==> src/bjc_defs.vh <==
// Purpose: shared constants of the branch and jump unit
// Assumes: included by bare name from the condition and unit design files
// Notes: flag positions follow the condition code register layout
`ifndef BJC_DEFS_VH
`define BJC_DEFS_VH
// ---------------------------------------------------------------
// Opcodes
// ---------------------------------------------------------------
`define BJC_OP_JMP_DIR 8'hbc
`define BJC_OP_JMP_EXT 8'hcc
`define BJC_OP_JMP_IX2 8'hdc
`define BJC_OP_JMP_IX1 8'hec
`define BJC_OP_JMP_IX 8'hfc
`define BJC_OP_ALWAYS 8'h20
`define BJC_OP_NEVER 8'h21
`define BJC_OP_U_HIGHER 8'h22
`define BJC_OP_U_LOWER_SAME 8'h23
`define BJC_OP_CARRY_CLEAR 8'h24
`define BJC_OP_CARRY_SET 8'h25
`define BJC_OP_NOT_EQUAL 8'h26
`define BJC_OP_EQUAL 8'h27
`define BJC_OP_HALF_CLEAR 8'h28
`define BJC_OP_HALF_SET 8'h29
`define BJC_OP_POSITIVE 8'h2a
`define BJC_OP_NEGATIVE 8'h2b
`define BJC_OP_MASK_CLEAR 8'h2c
`define BJC_OP_MASK_SET 8'h2d
`define BJC_OP_IRQ_LOW 8'h2e
`define BJC_OP_IRQ_HIGH 8'h2f
`define BJC_OP_S_GREATER_EQUAL 8'h90
`define BJC_OP_S_LESS 8'h91
`define BJC_OP_S_GREATER 8'h92
`define BJC_OP_S_LESS_EQUAL 8'h93
// ---------------------------------------------------------------
// Condition code register bit positions
// ---------------------------------------------------------------
`define BJC_CCR_V 7
`define BJC_CCR_H 4
`define BJC_CCR_I 3
`define BJC_CCR_N 2
`define BJC_CCR_Z 1
`define BJC_CCR_C 0
// ---------------------------------------------------------------
// Bus cycles per instruction
// ---------------------------------------------------------------
`define BJC_CYC_DIR 3'd3
`define BJC_CYC_EXT 3'd4
`define BJC_CYC_IX2 3'd4
`define BJC_CYC_IX1 3'd3
`define BJC_CYC_IX 3'd3
`define BJC_CYC_REL 3'd3
// ---------------------------------------------------------------
// Register map, fields and reset values
// ---------------------------------------------------------------
`define BJC_ADDR_CTRL 8'h00
`define BJC_ADDR_STATUS 8'h04
`define BJC_ADDR_TARGET 8'h08
`define BJC_ADDR_TAKEN 8'h0c
`define BJC_ADDR_FALL 8'h10
`define BJC_CTRL_EN_BIT 0
`define BJC_ST_BUSY_BIT 0
`define BJC_ST_TAKEN_BIT 1
`define BJC_ST_ILL_BIT 2
`define BJC_CTRL_RST 1'b1
`define BJC_RESP_OKAY 2'b00
`define BJC_RESP_DECERR 2'b11
`endif

==> src/bjc_sync.v <==
// Purpose: two-stage synchroniser for an outside level
// Assumes: single destination clock
// Notes: first stage is read by the second stage only
module bjc_sync (
   input wire clk,
   input wire resetn,
   input wire din,
   output wire dout
);
   reg meta_reg;
   reg sync_reg;

   always @(posedge clk or negedge resetn) begin
      if (!resetn) begin
         meta_reg <= 1'b0;
         sync_reg <= 1'b0;
      end else begin
         meta_reg <= din;
         sync_reg <= meta_reg;
      end
   end

   assign dout = sync_reg;
endmodule

==> src/bjc_cond.v <==
// Purpose: branch condition evaluation
// Assumes: opcode is a relative branch; any other opcode gives take low
// Notes: purely combinational; flags are only read here
`include "bjc_defs.vh"
module bjc_cond (
   input wire [7:0] opcode,
   input wire [7:0] condition_code_register,
   input wire irq_level,
   output reg take
);
   wire v = condition_code_register[`BJC_CCR_V];
   wire h = condition_code_register[`BJC_CCR_H];
   wire i = condition_code_register[`BJC_CCR_I];
   wire n = condition_code_register[`BJC_CCR_N];
   wire z = condition_code_register[`BJC_CCR_Z];
   wire c = condition_code_register[`BJC_CCR_C];
   wire nxv = n ^ v;

   always @* begin
      case (opcode)
         `BJC_OP_ALWAYS: take = 1'b1;
         `BJC_OP_NEVER: take = 1'b0;
         `BJC_OP_EQUAL: take = z;
         `BJC_OP_NOT_EQUAL: take = ~z;
         `BJC_OP_CARRY_CLEAR: take = ~c;
         `BJC_OP_CARRY_SET: take = c;
         `BJC_OP_POSITIVE: take = ~n;
         `BJC_OP_NEGATIVE: take = n;
         `BJC_OP_IRQ_LOW: take = ~irq_level;
         `BJC_OP_IRQ_HIGH: take = irq_level;
         `BJC_OP_MASK_CLEAR: take = ~i;
         `BJC_OP_MASK_SET: take = i;
         `BJC_OP_HALF_CLEAR: take = ~h;
         `BJC_OP_HALF_SET: take = h;
         `BJC_OP_S_LESS: take = nxv;
         `BJC_OP_S_GREATER_EQUAL: take = ~nxv;
         `BJC_OP_S_LESS_EQUAL: take = z | nxv;
         `BJC_OP_S_GREATER: take = ~(z | nxv);
         `BJC_OP_U_LOWER_SAME: take = c | z;
         `BJC_OP_U_HIGHER: take = ~(c | z);
         default: take = 1'b0;
      endcase
   end
endmodule

==> src/bjc_unit.v <==
// Purpose: change-of-flow unit: jumps and relative branches
// Assumes: core hands over one opcode at a time; fetch data one cycle after request
// Notes: registers reached over AXI4-Lite
//
// Function
// - An absolute jump loads the program counter with a target anywhere in 64 Kbytes (direct mode: first 256 bytes only), in 3 or 4 cycles by mode.
// - A relative target is a signed 8-bit offset added to the address after the offset byte.
// - Branch-always redirects regardless of flags; every relative branch takes 3 bus cycles.
// - Branch-never never redirects and acts as a two-byte, three-cycle no-operation.
// - Opcode 27 branches on zero set, 26 on zero clear.
// - Opcode 24 branches on carry clear, 25 on carry set.
// - Opcode 2A branches on negative clear, 2B on negative set.
// - Opcode 2E branches on a low interrupt pin, 2F on a high one, ignoring flags.
// - Opcode 2C branches on interrupt mask clear, 2D on mask set.
// - Opcode 28 branches on half-carry clear, 29 on half-carry set.
// - Opcode 91 branches when negative xor overflow is one, 90 when it is zero.
// - Opcode 93 branches when zero or (negative xor overflow) is one, 92 when it is zero.
// - Opcode 23 branches when carry or zero is one, 22 when it is zero.
// - A false condition continues after the branch; only a true one redirects.
//
// The placing of the registers and the AXI4-Lite register port were chosen for this implementation.
`include "bjc_defs.vh"
module bjc_unit (
   input wire clk,
   input wire resetn,
   input wire instr_valid,
   output wire instr_ready,
   input wire [7:0] instr_opcode,
   input wire [15:0] instr_pc,
   input wire [15:0] instr_hx,
   input wire [7:0] ccr_in,
   input wire irq_pin,
   output reg fetch_req,
   output reg [15:0] fetch_addr,
   input wire [7:0] fetch_data,
   output reg done,
   output reg [15:0] new_pc,
   output reg branch_taken,
   output reg [7:0] ccr_out,
   input wire [7:0] s_axi_awaddr,
   input wire s_axi_awvalid,
   output wire s_axi_awready,
   input wire [31:0] s_axi_wdata,
   input wire [3:0] s_axi_wstrb,
   input wire s_axi_wvalid,
   output wire s_axi_wready,
   output reg [1:0] s_axi_bresp,
   output reg s_axi_bvalid,
   input wire s_axi_bready,
   input wire [7:0] s_axi_araddr,
   input wire s_axi_arvalid,
   output wire s_axi_arready,
   output reg [31:0] s_axi_rdata,
   output reg [1:0] s_axi_rresp,
   output reg s_axi_rvalid,
   input wire s_axi_rready
);
   // ---------------------------------------------------------------
   // Decode
   // ---------------------------------------------------------------
   localparam ST_IDLE = 1'b0;
   localparam ST_RUN = 1'b1;

   // {known, relative, operand bytes, total cycles}
   function [6:0] decode;
      input [7:0] op;
      begin
         case (op)
            `BJC_OP_JMP_DIR: decode = {2'b10, 2'd1, `BJC_CYC_DIR};
            `BJC_OP_JMP_EXT: decode = {2'b10, 2'd2, `BJC_CYC_EXT};
            `BJC_OP_JMP_IX2: decode = {2'b10, 2'd2, `BJC_CYC_IX2};
            `BJC_OP_JMP_IX1: decode = {2'b10, 2'd1, `BJC_CYC_IX1};
            `BJC_OP_JMP_IX: decode = {2'b10, 2'd0, `BJC_CYC_IX};
            default: begin
               if (op[7:4] == 4'h2 || op[7:2] == 6'b100100) begin
                  decode = {2'b11, 2'd1, `BJC_CYC_REL};
               end else begin
                  decode = 7'h00;
               end
            end
         endcase
      end
   endfunction

   // ---------------------------------------------------------------
   // State
   // ---------------------------------------------------------------
   reg state_reg;
   reg [2:0] cyc_reg;
   reg [2:0] total_reg;
   reg [1:0] nbytes_reg;
   reg rel_reg;
   reg [7:0] op_reg;
   reg [15:0] pc_reg;
   reg [15:0] hx_reg;
   reg [15:0] opnd_reg;
   reg rd_pend_reg;
   reg enable_reg;
   reg ill_reg;
   reg [15:0] taken_cnt_reg;
   reg [15:0] fall_cnt_reg;

   wire irq_level;
   wire cond_take;
   wire [6:0] dec = decode(instr_opcode);
   wire accept = instr_valid & instr_ready;
   wire finish = (state_reg == ST_RUN) && (cyc_reg == total_reg - 3'd1);

   assign instr_ready = enable_reg & (state_reg == ST_IDLE);

   bjc_sync u_irq_sync (
      .clk(clk),
      .resetn(resetn),
      .din(irq_pin),
      .dout(irq_level)
   );

   // Flags held from accept, so no outside write can change them mid-branch
   bjc_cond u_cond (
      .opcode(op_reg),
      .condition_code_register(ccr_out),
      .irq_level(irq_level),
      .take(cond_take)
   );

   // ---------------------------------------------------------------
   // Target arithmetic
   // ---------------------------------------------------------------
   wire [15:0] opnd_now = rd_pend_reg ? {opnd_reg[7:0], fetch_data} : opnd_reg;
   wire [15:0] fall_pc = pc_reg + {14'h0000, nbytes_reg};
   wire [15:0] disp_ext = {{8{opnd_now[7]}}, opnd_now[7:0]};
   wire [15:0] rel_pc = fall_pc + disp_ext;
   reg [15:0] jump_pc;

   always @* begin
      case (op_reg)
         `BJC_OP_JMP_DIR: jump_pc = {8'h00, opnd_now[7:0]};
         `BJC_OP_JMP_EXT: jump_pc = opnd_now;
         `BJC_OP_JMP_IX2: jump_pc = hx_reg + opnd_now;
         `BJC_OP_JMP_IX1: jump_pc = hx_reg + {8'h00, opnd_now[7:0]};
         default: jump_pc = hx_reg;
      endcase
   end

   wire redirect = rel_reg ? cond_take : 1'b1;
   wire [15:0] target_pc = rel_reg ? rel_pc : jump_pc;
   wire [15:0] result_pc = redirect ? target_pc : fall_pc;

   // ---------------------------------------------------------------
   // Sequencer
   // ---------------------------------------------------------------
   always @(posedge clk or negedge resetn) begin
      if (!resetn) begin
         state_reg <= ST_IDLE;
         cyc_reg <= 3'd0;
         total_reg <= 3'd0;
         nbytes_reg <= 2'd0;
         rel_reg <= 1'b0;
         op_reg <= 8'h00;
         pc_reg <= 16'h0000;
         hx_reg <= 16'h0000;
         ccr_out <= 8'h00;
      end else begin
         case (state_reg)
            ST_IDLE: begin
               if (accept) begin
                  op_reg <= instr_opcode;
                  ccr_out <= ccr_in;
               end
               if (accept && dec[6]) begin
                  state_reg <= ST_RUN;
                  cyc_reg <= 3'd1;
                  total_reg <= dec[2:0];
                  nbytes_reg <= dec[4:3];
                  rel_reg <= dec[5];
                  pc_reg <= instr_pc;
                  hx_reg <= instr_hx;
               end
            end
            ST_RUN: begin
               if (finish) begin
                  state_reg <= ST_IDLE;
                  cyc_reg <= 3'd0;
               end else begin
                  cyc_reg <= cyc_reg + 3'd1;
               end
            end
            default: state_reg <= ST_IDLE;
         endcase
      end
   end

   // ---------------------------------------------------------------
   // Operand fetch
   // ---------------------------------------------------------------
   // Data are expected in the cycle after each request
   always @(posedge clk or negedge resetn) begin
      if (!resetn) begin
         fetch_req <= 1'b0;
         fetch_addr <= 16'h0000;
         rd_pend_reg <= 1'b0;
         opnd_reg <= 16'h0000;
      end else begin
         rd_pend_reg <= fetch_req;
         if (rd_pend_reg) begin
            opnd_reg <= {opnd_reg[7:0], fetch_data};
         end
         if (accept && dec[6] && dec[4:3] != 2'd0) begin
            fetch_req <= 1'b1;
            fetch_addr <= instr_pc;
         end else if (state_reg == ST_RUN && {1'b0, nbytes_reg} > cyc_reg) begin
            fetch_req <= 1'b1;
            fetch_addr <= pc_reg + {13'h0000, cyc_reg};
         end else begin
            fetch_req <= 1'b0;
         end
      end
   end

   // ---------------------------------------------------------------
   // Completion
   // ---------------------------------------------------------------
   // Unknown opcodes finish at once at the given address and flag it
   always @(posedge clk or negedge resetn) begin
      if (!resetn) begin
         done <= 1'b0;
         new_pc <= 16'h0000;
         branch_taken <= 1'b0;
      end else begin
         done <= 1'b0;
         if (finish) begin
            done <= 1'b1;
            new_pc <= result_pc;
            branch_taken <= redirect;
         end else if (accept && !dec[6]) begin
            done <= 1'b1;
            new_pc <= instr_pc;
            branch_taken <= 1'b0;
         end
      end
   end

   // ---------------------------------------------------------------
   // Statistics
   // ---------------------------------------------------------------
   always @(posedge clk or negedge resetn) begin
      if (!resetn) begin
         taken_cnt_reg <= 16'h0000;
         fall_cnt_reg <= 16'h0000;
      end else if (finish) begin
         if (redirect) begin
            taken_cnt_reg <= taken_cnt_reg + 16'h0001;
         end else begin
            fall_cnt_reg <= fall_cnt_reg + 16'h0001;
         end
      end
   end

   // ---------------------------------------------------------------
   // AXI4-Lite write channel
   // ---------------------------------------------------------------
   reg aw_full_reg;
   reg w_full_reg;
   reg [7:0] aw_addr_reg;
   reg [31:0] w_data_reg;
   reg [3:0] w_strb_reg;

   assign s_axi_awready = ~aw_full_reg & ~s_axi_bvalid;
   assign s_axi_wready = ~w_full_reg & ~s_axi_bvalid;

   wire wr_fire = aw_full_reg & w_full_reg & ~s_axi_bvalid;
   wire wr_mapped = (aw_addr_reg == `BJC_ADDR_CTRL) || (aw_addr_reg == `BJC_ADDR_STATUS) ||
                    (aw_addr_reg == `BJC_ADDR_TARGET) || (aw_addr_reg == `BJC_ADDR_TAKEN) ||
                    (aw_addr_reg == `BJC_ADDR_FALL);
   wire clr_ill = wr_fire && aw_addr_reg == `BJC_ADDR_STATUS && w_strb_reg[0] &&
                  w_data_reg[`BJC_ST_ILL_BIT];

   always @(posedge clk or negedge resetn) begin
      if (!resetn) begin
         aw_full_reg <= 1'b0;
         w_full_reg <= 1'b0;
         aw_addr_reg <= 8'h00;
         w_data_reg <= 32'h0000_0000;
         w_strb_reg <= 4'h0;
         s_axi_bvalid <= 1'b0;
         s_axi_bresp <= `BJC_RESP_OKAY;
      end else begin
         if (s_axi_awvalid && s_axi_awready) begin
            aw_full_reg <= 1'b1;
            aw_addr_reg <= {s_axi_awaddr[7:2], 2'b00};
         end
         if (s_axi_wvalid && s_axi_wready) begin
            w_full_reg <= 1'b1;
            w_data_reg <= s_axi_wdata;
            w_strb_reg <= s_axi_wstrb;
         end
         if (wr_fire) begin
            aw_full_reg <= 1'b0;
            w_full_reg <= 1'b0;
            s_axi_bvalid <= 1'b1;
            s_axi_bresp <= wr_mapped ? `BJC_RESP_OKAY : `BJC_RESP_DECERR;
         end else if (s_axi_bvalid && s_axi_bready) begin
            s_axi_bvalid <= 1'b0;
         end
      end
   end

   // ---------------------------------------------------------------
   // Control and sticky status
   // ---------------------------------------------------------------
   // A new unknown opcode in the clearing cycle keeps the flag set
   always @(posedge clk or negedge resetn) begin
      if (!resetn) begin
         enable_reg <= `BJC_CTRL_RST;
         ill_reg <= 1'b0;
      end else begin
         if (wr_fire && aw_addr_reg == `BJC_ADDR_CTRL && w_strb_reg[0]) begin
            enable_reg <= w_data_reg[`BJC_CTRL_EN_BIT];
         end
         if (accept && !dec[6]) begin
            ill_reg <= 1'b1;
         end else if (clr_ill) begin
            ill_reg <= 1'b0;
         end
      end
   end

   // ---------------------------------------------------------------
   // AXI4-Lite read channel
   // ---------------------------------------------------------------
   assign s_axi_arready = ~s_axi_rvalid;

   reg [31:0] rd_mux;
   reg rd_hit;

   always @* begin
      rd_mux = 32'h0000_0000;
      rd_hit = 1'b1;
      case ({s_axi_araddr[7:2], 2'b00})
         `BJC_ADDR_CTRL: rd_mux[`BJC_CTRL_EN_BIT] = enable_reg;
         `BJC_ADDR_STATUS: begin
            rd_mux[`BJC_ST_BUSY_BIT] = state_reg;
            rd_mux[`BJC_ST_TAKEN_BIT] = branch_taken;
            rd_mux[`BJC_ST_ILL_BIT] = ill_reg;
            rd_mux[15:8] = op_reg;
         end
         `BJC_ADDR_TARGET: rd_mux[15:0] = new_pc;
         `BJC_ADDR_TAKEN: rd_mux[15:0] = taken_cnt_reg;
         `BJC_ADDR_FALL: rd_mux[15:0] = fall_cnt_reg;
         default: rd_hit = 1'b0;
      endcase
   end

   always @(posedge clk or negedge resetn) begin
      if (!resetn) begin
         s_axi_rvalid <= 1'b0;
         s_axi_rdata <= 32'h0000_0000;
         s_axi_rresp <= `BJC_RESP_OKAY;
      end else begin
         if (s_axi_arvalid && s_axi_arready) begin
            s_axi_rvalid <= 1'b1;
            s_axi_rdata <= rd_mux;
            s_axi_rresp <= rd_hit ? `BJC_RESP_OKAY : `BJC_RESP_DECERR;
         end else if (s_axi_rvalid && s_axi_rready) begin
            s_axi_rvalid <= 1'b0;
         end
      end
   end
endmodule

==> config.mk <==
export PLATFORM = sky130hd
export DESIGN_NAME = bjc_unit
export DESIGN_NICKNAME = d
export VERILOG_FILES = /design/src/bjc_sync.v /design/src/bjc_cond.v /design/src/bjc_unit.v
export VERILOG_INCLUDE_DIRS = /design/src
export SDC_FILE = /design/constraint.sdc
export NUM_CORES = 1
export LEC_CHECK = 0
export BUFFER_PORTS_ARGS = -buffer_cell sky130_fd_sc_hd__clkbuf_2
export CORE_MARGIN = 2
export CORE_UTILIZATION = 55
export CTS_CLUSTER_SIZE = 28
export DETAILED_ROUTE_END_ITERATION = 6
export PLACE_DENSITY = 0.79
export SLEW_MARGIN = 20
export SYNTH_ARGS = -nofsm -noshare
export SYNTH_HDL_FRONTEND = slang
export SYNTH_HIERARCHICAL = 1
export SYNTH_SLANG_ARGS = --single-unit
==> constraint.sdc <==
create_clock -name clk -period 4.3 [get_ports clk]
set_clock_uncertainty 0.05 [all_clocks]
set_input_delay 0.86 -clock clk [delete_from_list [all_inputs] [get_ports clk]]
set_output_delay 0.86 -clock clk [all_outputs]
set_load 0.01 [all_outputs]
==> results of run 1 <==
==> worst max-delay path, cell delays in order (launching register included) <==
cell and delay [ns]:
dfrtp_1 0.47, ha_1 0.31, a21oi_1 0.08, nor3b_2 0.40, nand3_1 0.15, xnor2_1 0.31
ha_1 0.32, and2_1 0.17, a22o_1 0.19, a311oi_1 0.51, o21ai_1 0.16, a2111oi_0 0.43
a211o_1 0.18, a21oi_2 0.06
==> cells in the final DEF, fill, tap and decap left out, types with 17 or more instances in the layout <==
cell	instances
o21ai_0	58
inv_1	32
mux2i_1	23
xor2_1	29
mux2_2	68
ha_1	41
xnor2_1	53
nand3_1	27
nor2_1	66
buf_4	19
nand2_1	134
clkbuf_16	17
dfrtp_1	174
clkbuf_2	147
a21oi_1	36
==> power groups by stage <==
stage	Sequential [W]	Clock [W]	Combinational [W]
after floorplan	0.00241	0	0.00204
final	0.00255	0.00151	0.00282
after CTS	0.00254	0.00152	0.00278
after global routing	0.00260	0.00160	0.00310
after global placement	0.00254	0	0.00267
after detailed placement	0.00256	0	0.00275
==> kinds of logic after synthesis <==
logic type,Yosys count,share of synthesized area (%)
AO/OA/AOI/OAI,254,16.9
XOR/XNOR,83,7.01
adder cells (fa/ha/maj),45,5.61
buffers and inverters,104,4.61
flip-flops,175,41.5
multiplexers,93,9.67
other,1,0.0355
AND/OR/NAND/NOR,325,14.7
==> per-stage QoR <==
step | instance area [sq um] | util [%] | setup WS, ns | hold slack [ns]
floorplan | 10600 | - | 0.740 | 0.281
global placement | 11400 | 60.9 | 0.486 | 0.283
detailed placement | 11400 | 60.9 | 0.386 | 0.301
CTS | 12000 | 64.0 | 0.439 | 0.316
global route | 12000 | 64.0 | 0.0977 | 0.330
finish | 12000 | 64.0 | 0.383 | 0.310
==> cell type report <==
class,count,area (sq um)
clock buffers,22,464
clock inverters,9,101
fillers,1526,6760
inverters,32,120
multi-input cells,816,5760
flip-flops and latches,175,4380
well taps,234,293
repair buffers,167,890
==> metal layers <==
layer  up-vias  wire length (um)
met5         -                 0
li1       4150                 -
met3        70              2560
met1      4397             12500
met4         0               823
met2       427             13000
==> path summary, 6_finish.rpt <==
kind / start / endpoint / slack, ns / cells after the start
worst max-delay path: total_reg[2] / new_pc[14] / 0.38 / 13
worst min-delay path: u_irq_sync/meta_reg / u_irq_sync/dout / 0.31 / 0
worst max register to register: total_reg[2] / new_pc[14] / 0.38 / 13
worst min register to register: u_irq_sync/meta_reg / u_irq_sync/dout / 0.31 / 0
max in group asynchronous: resetn / s_axi_rdata[9] / 2.78 / 2
min in group asynchronous: resetn / opnd_reg[10] / 0.44 / 1
==> impl_metrics.toml, run 1 <==
[yosys]
synth_top_area_share_pct = 41.2
async_flop_share_pct = 100
yosys.cell_count.top_type = "dfrtp_1"
yosys-top-cells-count = "174 x dfrtp_1, 134 x nand2_1, 68 x mux2_2"
yosysTopAreaCell = "dfrtp_1"
ys_ff_latch = 175
netlist_area_sq_um = 10600
avgSynthCellArea_sq_um = 9.78
ys_seq_area_share_pct = 41.5
synthTopCellsByArea = "dfrtp_1 41%, mux2_2 7.2%, ha_1 4.9%, nand2_1 4.8%, xnor2_1 4.4%"
synth_flop_cell = "dfrtp_1"
ys_types = 87
syn_inst = 1080
yosys_warnings = 6
synth_edf_count = 0

[detailed_routing]
viasPerCell = 6.22
wl_um = 28900
wire_per_inst_um = 19.8
drc = 6
final_antenna_net_count = 0
drt_first_pass_iters = 7
drt-initial-drc-count = 997
num_vias = 9044

[job]
maxCapViolCount = 0

[pwr]
clock_power_share_pct = 22.0
vdd_ir_drop_max_v = 0.000325
seqPwrFrac_pct = 37.1
combPwrFrac_pct = 41.0
switching_share_pct = 40.5
power_density_nw_per_um2 = 574
leakage_nw = 5.75
p_switching_w = 0.00279
p_total_w = 0.00689
p_int_w = 0.00410

[floorplanning]
coreArea_sq_um = 18800
design.die.area_sq_um = 20300
start_util_pct = 56.3
rows = 50
die_height_um = 143
fp.dieW_um = 143
pin_count = 202

[global_routing]
grt_pass1_vias = 8724
antenna_found_initial = 0
track_usage_pct = 29.3
met1_usage_pct = 41.0
grt_max_degree = 96
busiest_layer = "met2"
overflow = 0
globalRouteMet2Util_pct = 44.7
grt_use_met3_pct = 7.50
grt_pass1_wl_um = 46300

[timing]
fin_setup_tns_ns = 0
hold_violations = 0
slew_viol_final = 0
max_freq_mhz = 255
finalSetupViolCount = 0
min_period_over_period_pct = 91.1
max_slew.worst_pin.slew_ns = 0.927
rsz0062_at_grt = "false"
period_minus_slack_ns = 3.92
slew_headroom_pct = 38.2

[clock_network]
cts_resized = 0
cts_sinks = 175
cts_root_buf = "clkbuf_16"
clockBufferDepth = 2
cts_setup_buffers = 0
holdBufCountCts = 0
clock_latency_ns = 0.44
htree_levels = 4
cts-buffers-inserted = 17
clk_pin_slew_ns = 0.07
cts_tree = "built"

[worst_setup_path]
crit_arrival_ns = 4.19
path_class = "flip-flop to flip-flop"
start_kind = "flip-flop"
cp-end-kind = "flip-flop"
cp_data_required_time_ns = 4.57
path_max_fanout = 5

[final_layout]
diodes = 0
area_delta_synth_final_pct = 13.7
stdcell_count = 1455
nets = 1371
drive_gt1_share_pct = 23.1

[placed_design]
dp.cells = 1424
hpwl_um = 21500
gp_congestion = 0.953
io_buffers = 148

[outcome]
violations = "design-rule violations"
status = "finished, violations left"

[worst_hold_path]
hp-class = "flip-flop to flip-flop"
No activity file was read; power rests on OpenSTA's default activity.
==> inputs of run 2 (changes only) <==
--- a/config.mk
+++ b/config.mk
@@ -6,12 +6,15 @@
 export SDC_FILE = /design/constraint.sdc
 export NUM_CORES = 1
 export LEC_CHECK = 0
+export ABC_AREA = 1
 export BUFFER_PORTS_ARGS = -buffer_cell sky130_fd_sc_hd__clkbuf_2
+export CORE_ASPECT_RATIO = 1.75
 export CORE_MARGIN = 2
 export CORE_UTILIZATION = 55
 export CTS_CLUSTER_SIZE = 28
 export DETAILED_ROUTE_END_ITERATION = 6
 export PLACE_DENSITY = 0.79
+export SKIP_LAST_GASP = 1
 export SLEW_MARGIN = 20
 export SYNTH_ARGS = -nofsm -noshare
 export SYNTH_HDL_FRONTEND = slang
==> impl_metrics.toml, run 2 <==
[outcome]
status = "finished, final reports clean"

[pwr]
p_total_w = 0.00674
vdd_ir_drop_max_v = 0.000385
power_density_nw_per_um2 = 524
leakage_nw = 6.86

[yosys]
avgSynthCellArea_sq_um = 7.23
yosysTopAreaCell = "dfrtp_1"
synth_edf_count = 0
synth_simple_gate_area_share_pct = 29.4
synth_top_area_share_pct = 38.3
syn_inst = 1571
netlist_area_sq_um = 11400
synth_top_family_by_area = "simple AND/OR/NAND/NOR gates"
ys_types = 54
ys_seq_area_share_pct = 38.6
yosys.cell_count.top_type = "nand2_1"
async_flop_share_pct = 100
yosys-top-cells-count = "491 x nand2_1, 210 x inv_1, 174 x dfrtp_1"
ys_ff_latch = 175
synth_flop_cell = "dfrtp_1"
synthMuxAreaShare_pct = 0.683
synth_compound_area_share_pct = 11.7
synthXorXnorAreaFrac_pct = 4.24
yosys_warnings = 6
synth_fa_ha_area_share_pct = 5.22
synthTopCellsByArea = "dfrtp_1 38%, nand2_1 16%, inv_1 6.9%, o21ai_0 4.9%, ha_1 4.5%"

[timing]
min_period_over_period_pct = 80.3
fin_setup_tns_ns = 0
slew_viol_final = 0
finalSetupViolCount = 0
slew_headroom_pct = 40.5
period_minus_slack_ns = 3.45
hold_violations = 0
rsz0062_at_grt = "false"
max_slew.worst_pin.slew_ns = 0.882
max_freq_mhz = 290

[placed_design]
hpwl_um = 25800
gp_congestion = 0.959
place_area_sq_um = 12300
io_buffers = 148

[detailed_routing]
drt_first_pass_iters = 6
drt-initial-drc-count = 770
drc = 0
wl_um = 33200
final_antenna_net_count = 0
viasPerCell = 5.51
wire_per_inst_um = 16.8
num_vias = 10900

[clock_network]
clk_pin_slew_ns = 0.08
cts-buffers-inserted = 17
cts_resized = 0
clockBufferDepth = 2
clock_latency_ns = 0.45
holdBufCountCts = 0
cts_sinks = 175
cts_tree = "built"
cts_root_buf = "clkbuf_16"
htree_levels = 4
cts_setup_buffers = 0

[global_routing]
overflow = 0
busiest_layer = "met2"
antenna_found_initial = 0
grt_pass1_vias = 10800
grt_pass1_wl_um = 53800
track_usage_pct = 31.1
grt_max_degree = 96
grt_use_met3_pct = 4.56
globalRouteMet2Util_pct = 53.6
met1_usage_pct = 34.8

[final_layout]
fillers = 1856
layout_commonest_cell = "nand2_1"
final_cell_mix = "491 x nand2_1, 210 x inv_1, 174 x dfrtp_1"
diodes = 0
drive_gt1_share_pct = 14.8
nets = 1874
area_delta_synth_final_pct = 13.4
stdcell_area_sq_um = 12900

[floorplanning]
die_height_um = 194
rows = 69
design.die.area_sq_um = 21900
fp.dieW_um = 113
coreArea_sq_um = 20300
start_util_pct = 56.0
pin_count = 202

[worst_setup_path]
path_max_fanout = 5
cp_data_required_time_ns = 4.57
cp-end-kind = "flip-flop"
path_class = "flip-flop to flip-flop"
start_kind = "flip-flop"
crit_arrival_ns = 3.73

[job]
maxCapViolCount = 0

[worst_hold_path]
hp-class = "flip-flop to flip-flop"
==> run 2: cell types whose count changed in the layout (fill, tap and decap cells not counted), sizes merged, moves of 13 or more <==
cell / delta
a211oi: -13
inv: +194
mux2: -64
mux2i: -22
nand2: +370
nand3: +53
nor2: +59
nor3: +13
o21ai: +49
xnor2: -45
xor2: +18
==> run 2: worst max-delay path, cell delays in order (launching register included) <==
cell and delay (ns):
dfrtp_1 0.47, ha_1 0.32, nand3_1 0.10, nand2_1 0.16, nand2_1 0.09, nor2_1 0.21
xor2_1 0.26, inv_1 0.07, ha_1 0.36, nand2_1 0.13, a21oi_1 0.16, nor2_1 0.07
nand2_1 0.13, o21ai_0 0.09, o21ai_0 0.27, o21bai_1 0.25, a31oi_1 0.13
==> run 2: routing by layer <==
| metal | vias to the layer above | wire, um | part of all wire [%] |
|---|---|---|---|
| met5 | - | 0 | 0 |
| met4 | 0 | 2460 | 7.4 |
| met3 | 118 | 1640 | 4.9 |
| met2 | 395 | 16600 | 50 |
| met1 | 5084 | 12600 | 38 |
| li1 | 5276 | - | - |
==> run 2: where the power goes <==
group,total (W),internal (W),switching [W]
registers,0.00233,0.00200,0.000326
logic,0.00280,0.000982,0.00181
clock network,0.00161,0.000847,0.000765
==> run 2: area by class of cell <==
class,instances,area (sq um),share of cell area [%]
multi-input cells,1134,5880,45.7
flip-flops and latches,175,4380,34.0
repair buffers,160,850,6.60
inverters,224,841,6.53
clock buffers,18,439,3.41
well taps,248,310,2.41
clock inverters,14,173,1.34
==> run 2: kinds of logic (layout without fill, tap and decap cells) <==
kind of cell	after synthesis	in the layout
xor+xnor	55	55
fa+ha+maj	45	45
buf+inv	277	416
mux	7	7
flops	175	175
other cells	1	16
compound gates	233	233
simple gates	778	778
==> run 2: per-stage QoR <==
stage	instances	setup WS [ns]	util (%)	hold slack [ns]
floorplan	1586	1.42	-	0.281
global placement	1941	0.766	60.4	0.286
detailed placement	1941	0.697	60.4	0.296
CTS	1973	0.866	63.4	0.312
global route	1973	0.629	63.4	0.315
finish	1973	0.847	63.4	0.307
==> run 2: final timing paths <==
| kind | startpoint | to | slack [ns] | depth (start not counted) |
|---|---|---|---|---|
| max in group asynchronous | resetn | fall_cnt_reg[10] | 2.90 | 2 |
| min | u_irq_sync/meta_reg | u_irq_sync/dout | 0.31 | 0 |
| min in group asynchronous | resetn | opnd_reg[4] | 0.44 | 1 |
| max | total_reg[2] | new_pc[7] | 0.85 | 16 |
| min reg2reg | u_irq_sync/meta_reg | u_irq_sync/dout | 0.31 | 0 |
| max reg2reg | total_reg[2] | new_pc[7] | 0.85 | 16 |
